### config.mk
export PLATFORM = sky130hd
export DESIGN_NAME = smws_sequencer
export DESIGN_NICKNAME = d
export VERILOG_FILES = /design/src/rtl/smws_pkg.sv /design/src/rtl/smws_wait_if.sv /design/src/rtl/smws_wait_counter.sv /design/src/rtl/smws_sequencer.sv
export VERILOG_INCLUDE_DIRS = /design/src /design/src/rtl
export SDC_FILE = /design/constraint.sdc
export NUM_CORES = 1
export LEC_CHECK = 0
export ABC_AREA = 1
export BUFFER_PORTS_ARGS = -buffer_cell sky130_fd_sc_hd__buf_2
export CAP_MARGIN = 30
export CORE_MARGIN = 2
export CORE_UTILIZATION = 40
export DETAILED_ROUTE_END_ITERATION = 8
export PLACE_DENSITY_LB_ADDON = 0.05
export SKIP_LAST_GASP = 1
export SLEW_MARGIN = 20
export SYNTH_ARGS = -nofsm -noshare
export SYNTH_HDL_FRONTEND = slang
export SYNTH_SLANG_ARGS = --single-unit
### constraint.sdc
create_clock -name clock -period 5.27 [get_ports clock]
set_input_delay 0.527 -clock clock [delete_from_list [all_inputs] [get_ports clock]]
set_output_delay 0.527 -clock clock [all_outputs]
set_load 0.01 [all_outputs]
### src/rtl/smws_defs.svh
// constants for the static memory wait sequencer
// assumes inclusion by the package, the wait counter and the sequencer files
`ifndef SMWS_DEFS_SVH
`define SMWS_DEFS_SVH
`define SMWS_AW            32
`define SMWS_DW            32
`define SMWS_CFG_W         12
`define SMWS_CFG_SEQ       12'h068
`define SMWS_CFG_BURST     12'hE60
`define SMWS_CFG_NSEQ      12'h058
`define SMWS_WAIT_SEQ      4'h3
`define SMWS_WAIT_BURST    4'h3
`define SMWS_WAIT_NSEQ     4'h5
`define SMWS_WAIT_FIRST    4'h4
`define SMWS_WAIT_DFLT     4'h1
`define SMWS_ADDR_RST      32'h0000_0000
`endif

### src/rtl/smws_pkg.sv
// types for the static memory wait sequencer
// assumes smws_defs.svh is on the include path
`include "smws_defs.svh"
package smws_pkg;
  typedef logic [`SMWS_AW-1:0] smws_addr_t;
  typedef logic [3:0]          smws_wait_t;
  typedef enum logic [3:0] {
    SMWS_IDLE = 4'b0001,
    SMWS_WAIT = 4'b0010,
    SMWS_DONE = 4'b0100,
    SMWS_HOLD = 4'b1000
  } smws_state_e;
endpackage : smws_pkg

### src/rtl/smws_wait_if.sv
// wait counter handshake between sequencer and counter
// assumes one clock domain
`timescale 1ns/10ps
interface smws_wait_if;
  logic                start;
  smws_pkg::smws_wait_t count;
  logic                last;
  modport seq (output start, output count, input last);
  modport cnt (input start, input count, output last);
endinterface : smws_wait_if

### src/rtl/smws_wait_counter.sv
// wait cycle counter, one BCLK per wait cycle
// assumes start pulses once per access
`timescale 1ns/10ps
`include "smws_defs.svh"
module smws_wait_counter (
  input  wire logic clock,
  input  wire logic rst,
  smws_wait_if.cnt  wif
);
  smws_pkg::smws_wait_t remain;

  always_ff @(posedge clock or posedge rst) begin
    if (rst) begin
      remain <= 4'h0;
    end else if (wif.start) begin
      remain <= wif.count;
    end else if (remain != 4'h0) begin
      remain <= remain - 4'h1;
    end
  end

  assign wif.last = (remain == 4'h1) && !wif.start;
endmodule : smws_wait_counter

### src/rtl/smws_sequencer.sv
// static memory wait sequencer: bus transfer to external strobes
// assumes bus inputs synchronous to clock; write enable re-strobed on the falling edge
//
// What this block does
// config 068 gives sequential reads with three wait cycles each
// each wait cycle lasts one clock; count follows timing config
// latch bus address only when address valid and selected
// first access drives address, chip select and output enable for data
// sequential reads do not reassert chip select or output enable
// config E60 gives burst reads, three waits on later beats
// first beat of a burst uses the normal wait time
// in burst mode latch address only when burst flag also valid
// other party drops burst flag when bus address changes
// config 068 gives sequential writes with three wait cycles each
// write data valid with address, chip select and write enable
// sequential writes keep chip select off, write enable on falling edge
// config 058 gives non-sequential reads with five wait cycles
// address, chip select and output enable stay stable in wait; release after last wait
`timescale 1ns/10ps
`include "smws_defs.svh"
module smws_sequencer (
  input  wire logic                   clock,
  input  wire logic                   rst,
  input  wire logic [`SMWS_CFG_W-1:0] memory_timing_config,
  input  wire logic [`SMWS_AW-1:0]    bus_addr,
  input  wire logic                   bus_addr_valid,
  input  wire logic                   bus_dsel,
  input  wire logic                   bus_seq,
  input  wire logic                   bus_write,
  input  wire logic [`SMWS_DW-1:0]    bus_wdata,
  input  wire logic                   burst_mode_flag,
  input  wire logic [`SMWS_DW-1:0]    ext_rdata,
  output logic [`SMWS_AW-1:0]         ext_memory_address,
  output logic                        ext_chip_select_n,
  output logic                        ext_output_enable_n,
  output logic                        ext_write_enable_n,
  output logic [`SMWS_DW-1:0]         ext_wdata,
  output logic                        ext_wdata_oe,
  output logic [`SMWS_DW-1:0]         bus_rdata,
  output logic                        bus_done,
  output logic                        wait_period
);
  smws_wait_if wif ();
  smws_wait_counter u_cnt (.clock(clock), .rst(rst), .wif(wif));

  smws_pkg::smws_state_e state;
  logic       in_seq;
  logic       in_write;
  logic       burst_active;
  logic       take;
  smws_pkg::smws_wait_t next_count;

  // decode the wait count from config, mode and beat
  function automatic smws_pkg::smws_wait_t wait_of(input logic [`SMWS_CFG_W-1:0] cfg,
                                                  input logic seq,
                                                  input logic burst_beat);
    begin
      if (cfg == `SMWS_CFG_BURST) begin
        wait_of = burst_beat ? `SMWS_WAIT_BURST : `SMWS_WAIT_FIRST;
      end else if (cfg == `SMWS_CFG_SEQ) begin
        wait_of = `SMWS_WAIT_SEQ;
      end else if (cfg == `SMWS_CFG_NSEQ) begin
        wait_of = `SMWS_WAIT_NSEQ;
      end else begin
        wait_of = seq ? `SMWS_WAIT_DFLT : `SMWS_WAIT_DFLT;
      end
    end
  endfunction : wait_of

  // burst mode needs the flag as well; a dropped flag ends the burst
  assign take = (state == smws_pkg::SMWS_IDLE) && bus_addr_valid && bus_dsel
              && ((memory_timing_config != `SMWS_CFG_BURST) || burst_mode_flag);
  assign next_count = wait_of(memory_timing_config, bus_seq, burst_active && bus_seq);
  assign wif.start = take;
  assign wif.count = next_count;

  always_ff @(posedge clock or posedge rst) begin
    if (rst) begin
      state <= smws_pkg::SMWS_IDLE;
    end else begin
      case (state)
        smws_pkg::SMWS_IDLE: begin
          if (take) begin
            state <= smws_pkg::SMWS_WAIT;
          end
        end
        smws_pkg::SMWS_WAIT: begin
          if (wif.last) begin
            state <= smws_pkg::SMWS_DONE;
          end
        end
        smws_pkg::SMWS_DONE: begin
          state <= smws_pkg::SMWS_IDLE;
        end
        default: begin
          state <= smws_pkg::SMWS_IDLE;
        end
      endcase
    end
  end

  // access attributes held for the whole wait
  always_ff @(posedge clock or posedge rst) begin
    if (rst) begin
      ext_memory_address <= `SMWS_ADDR_RST;
      in_seq             <= 1'b0;
      in_write           <= 1'b0;
      ext_wdata          <= '0;
    end else if (take) begin
      ext_memory_address <= bus_addr;
      in_seq             <= bus_seq;
      in_write           <= bus_write;
      ext_wdata          <= bus_wdata;
    end
  end

  // burst stays open while flag held; the other party drops it on address change
  always_ff @(posedge clock or posedge rst) begin
    if (rst) begin
      burst_active <= 1'b0;
    end else if (!burst_mode_flag || memory_timing_config != `SMWS_CFG_BURST) begin
      burst_active <= 1'b0;
    end else if (state == smws_pkg::SMWS_DONE) begin
      burst_active <= 1'b1;
    end
  end

  // chip select and output enable only on first access, held through wait
  always_ff @(posedge clock or posedge rst) begin
    if (rst) begin
      ext_chip_select_n   <= 1'b1;
      ext_output_enable_n <= 1'b1;
      ext_wdata_oe        <= 1'b0;
      wait_period         <= 1'b0;
    end else if (take) begin
      ext_chip_select_n   <= bus_seq;
      ext_output_enable_n <= bus_seq || bus_write;
      ext_wdata_oe        <= bus_write;
      wait_period         <= 1'b1;
    end else if (state == smws_pkg::SMWS_WAIT && wif.last) begin
      ext_chip_select_n   <= 1'b1;
      ext_output_enable_n <= 1'b1;
      wait_period         <= 1'b0;
    end else if (state == smws_pkg::SMWS_DONE) begin
      ext_wdata_oe        <= 1'b0; // data drive outlasts the write enable by half a cycle
    end
  end

  // data sampled at the end of the last wait cycle
  always_ff @(posedge clock or posedge rst) begin
    if (rst) begin
      bus_rdata <= '0;
      bus_done  <= 1'b0;
    end else begin
      bus_done <= (state == smws_pkg::SMWS_WAIT) && wif.last;
      if ((state == smws_pkg::SMWS_WAIT) && wif.last && !in_write) begin
        bus_rdata <= ext_rdata;
      end
    end
  end

  // write enable from a falling-edge flop: opens half a cycle into the wait,
  // closes half a cycle after it, while write data is still driven
  always_ff @(negedge clock or posedge rst) begin
    if (rst) begin
      ext_write_enable_n <= 1'b1;
    end else begin
      ext_write_enable_n <= !((state == smws_pkg::SMWS_WAIT) && in_write);
    end
  end
endmodule : smws_sequencer

# Word level (Yosys, flattened, before mapping)
# Index checks and enable logic that the tools add are counted.
dict set report totals {
  romBits 0
  memories 0
  elab_cells 66
  ramBits 0
  input_bits 115
  ff_bits 112
  latchBits 0
}
dict set report classes {
  multipliers 0
  addsub 1
  eq_ne 11
  reduce_logical 22
  n_shift 0
  n_lt_le_gt_ge 0
  n_mux 19
  bitwise 0
  div_mod_pow 0
}
# operator n
set op_table {}
lappend op_table {{12-bit by 7-bit equality test with 1-bit output, second input constant} 2}
lappend op_table {{4-bit 2-to-1 mux} 5}
lappend op_table {{12-bit equality test, second input constant} 1}
lappend op_table {{12-bit inequality test, second input constant} 1}
lappend op_table {{1-bit 2-to-1 mux} 10}
lappend op_table {{3-bit 2-to-1 mux} 3}
lappend op_table {{4-bit by 1-bit equality test with 1-bit output, second input constant} 2}
lappend op_table {{1-bit logical AND} 8}
lappend op_table {{4-bit case mux with 2 select lines} 1}
lappend op_table {{2-bit nonzero test} 4}
lappend op_table {{4-bit by 2-bit equality test with 1-bit output, second input constant} 1}
lappend op_table {{4-bit by 3-bit equality test with 1-bit output, second input constant} 1}
lappend op_table {{1-bit logical NOT} 4}
lappend op_table {{2-bit by 1-bit inequality test with 1-bit output, second input constant} 2}
lappend op_table {{2-bit AND reduction} 2}
lappend op_table {{4-bit nonzero test} 1}
lappend op_table {{4-bit by 1-bit subtractor with 4-bit output, second input constant} 1}
lappend op_table {{1-bit logical OR} 3}
lappend op_table {{2-bit inequality test, second input constant} 1}

# Longest topological paths before layout
dict set report logic_depth {
  word_depth 9
  ltp_mapped 11
}

# Modules after synthesis
# From an unflattened synthesis, not the netlist that was laid out.
dict set report unflattened {
  cells_unflattened 522
  area_unflattened_um2 4521.8
}
# module cells_each instances area_per_inst_um2 seq_area_each_um2
set modules_own_cells {}
lappend modules_own_cells {smws_sequencer 484 1 4241.6 2682.6}
lappend modules_own_cells {smws_wait_counter 38 1 280.3 100.1}

==> results.md <==
* Yosys reg bits at 111
* Max-cap violations at 0
* Required time of the critical path at 4.74 ns
* Skew-Pair Late Insertion Delay at 0.39 ns
* Starting Density at 41.41%
* Layout Nets at 847
* Area growth from synthesis to layout at 33.15%
* Fin area at 6056 µm²
* Setup Skew at 0.05172 ns
* Core Rows at 38
* # hold bufs at CTS at 0
* P_int at 2.009 mW
* Syn nets at 639
* Fillers at 1,019
* Outcome: complete, no violations
* Setup Viol. Count Final at 0
* Crit-path max cell delay at 0.51 ns
* Die height at 110.6 µm
* Crit-path cells: buf_2
* Crit Path Class: flip-flop to output pin
* Routed vias/inst at 4.653
* Setup slack at placement at 1.491 ns
* Share of layout cells above drive strength 1 at 34.11%
* Async set or reset register ratio after synthesis at 100.0%
* Area leader, netlist: dfrtp_1
* Synth top cells by count: nand2_1, dfrtp_1, nand4_1
* Combinational share of power at 35.1%
* Synth Area per Inst at 8.730 µm²
* Clk pwr share at 21.9%
* DIE WIDTH at 110.6 µm
* Reg power frac at 43.0%
* Post-CTS sizing at 0
* DR WL/cell at 13.57 µm
* Slowest CP cell: dfstp_2
* Initial antenna violation count at 0
* Switching power at 1.127 mW
* Top-count cell post-synth: nand2_1
* Floorplan Core Area at 10,980 µm²
* Synthesized-area fraction occupied by adder cells at 0.8253%
* Maximum VDD drop at 0.2285 mV
* Top cells by area, synth: dfrtp_1, nand2_1, nand4_1, dfstp_2, buf_2
* Overflow after GRT at 0
* DR vias at 4,062
* CP Buf/Inv Count at 1
* DRC violations left at 0
* Crit. End Element: output pin
* Mapped Cells at 521
* DR pass1 iterations at 4
* H-tree level count at 3
* Sw Ratio at 35.94%
* Pwr dens at 517.8 nW/µm²
* Max FO, Critical Path at 1
* IO Port Bufs at 216
* Lkg Pwr at 3.613 nW
* Root Driver: clkbuf_16
* Sequential share of the synthesized area at 61.18%
* CTS buffer count at 9
* Buffer count from post-CTS setup fixing at 0
* Synth Area in XOR/XNOR at 0.3851%
* Ant. Diodes at 0
* CTS clk-pin slew, worst paths at 0.07 ns
* First-pass GRT wire length at 19,550 µm
* Distinct cells, synth at 30
* Final worst setup slack at 1.095 ns
* Main combinational cell family by area after synthesis: simple AND/OR/NAND/NOR gates
* Placement Cell Area at 5732 µm²
* DR iter-0 viols at 265
* Largest net degree at the start of global routing at 74
* Final design utilization at 55.14%
* Non-filler cells, final at 873
* HP Class: primary input to flip-flop
* Complex-gate fraction of the synthesized area at 1.651%
* Worst-Margin Slew at 0.7769 ns
* Final hold violations at 0
* Crit path DAT at 3.65 ns
* I/O pins at 217
* CTS max path bufs at 2
* Placed insts at 857
* Most used DFF post-synth: dfrtp_1
* DRT antenna net count at 0
* CTS tree: yes
* Vias in the first global route at 4,008
* Setup TNS Final at 0 ns
* Die ar. at 12,240 µm²
* Num Clock Sinks at 111
* Slew headroom at 48.20%
* Pins Over Slew Limit at 0
* Yosys Warn Count at 0
* CP top delay family: flip-flops
* Simple-gate share of the synthesized area at 30.76%
* Mux contribution to synthesized area at 0%
* Critical Path Start Type: flip-flop
* Hpwl dp at 8322 µm
* Total Wirelength at 11,850 µm
* Mapped Area at 4548 µm²
* Post-synth top area share at 58.87%
* Total track usage at 19.39%
* Routability congestion estimate at 0.7594
* Post-synth EDFFs at 0
* RSZ-0062 raised after global routing: false
[metal layers]
metal	global-route usage (%)	vias up	part of all wire [%]
li1	-	2033	-
met1	25.61	1880	44
met2	31.37	140	48
met3	5.708	9	7.6
met4	5.250	0	1.1
met5	0	-	0
[flip-flops by register name, summed over array words and instances (netlist names)]
| signal | cells |
|---|---|
| wait_period | 1 |
| ext_output_enable_n | 1 |
| ext_memory_address | 32 |
| ext_wdata_oe | 1 |
| ext_chip_select_n | 1 |
| state | 3 |
| bus_done | 1 |
| burst_active | 1 |
| ext_write_enable_n | 1 |
| ext_wdata | 32 |
| in_write | 1 |
| u_cnt.remain | 4 |
| bus_rdata | 32 |
[worst min-delay path: cells and delay by family]
kind | cells | cell delay (ns)
buffers and inverters | 1 | 0.07
and+or+nand+nor | 2 | 0.08
[layout by cell type (no fill, tap or decap), types with 4 or more instances in the layout]
cell	netlist	routed
nand4_1	33	33
nand2_1	282	281
buf_2	15	216
nor2_1	15	15
dfrtp_1	107	107
buf_4	4	6
inv_1	20	19
dfstp_2	4	4
clkbuf_16	0	10
o21ai_0	4	4
[path summary, 6_finish.rpt]
kind,start,to,slack (ns),depth (start not counted)
min reg2reg,bus_rdata[24],bus_rdata[24],0.47,2
min in group asynchronous,rst,u_cnt.remain[2],0.41,3
min,bus_addr[6],ext_memory_address[6],0.38,3
max reg2reg,state[2],ext_write_enable_n,1.91,2
max,ext_write_enable_n,ext_write_enable_n,1.09,1
max in group asynchronous,rst,ext_write_enable_n,2.43,2
[final cells by class]
class | count | area [µm²] | share of cell area (%)
timing repair buffer | 224 | 1171 | 19.34
clock buffer | 12 | 256.5 | 4.236
tap | 140 | 175.2 | 2.893
inverter | 22 | 86.33 | 1.426
sequential | 111 | 2783 | 45.95
multi-input combinational | 360 | 1538 | 25.39
clock inverter | 4 | 46.29 | 0.7645
[cell families (layout without fill, tap and decap cells)]
family	count (synthesis)	in the layout
buf+inv	50	262
fa+ha+maj	3	3
xor+xnor	2	2
compound gates	13	13
simple gates	342	342
flops	111	111
[per-stage QoR]
stage	hold slack, ns	power, mW
2_1_floorplan	0.5094	1.987
3_3_place_gp	0.4565	2.425
3_5_place_dp	0.4601	2.460
4_1_cts	0.3703	3.156
5_1_grt	0.3791	3.361
6_report	0.3752	3.135
[power groups by stage]
stage                     Combinational, mW  Clock [mW]  Sequential, mW
after global routing                   1.23       0.739            1.39
final                                  1.10       0.688            1.35
after CTS                              1.10       0.704            1.35
after detailed placement               1.11     0.00237            1.35
after floorplan                       0.493     0.00237            1.49
after global placement                 1.08     0.00237            1.34
Power figures use the tool's default switching activity.
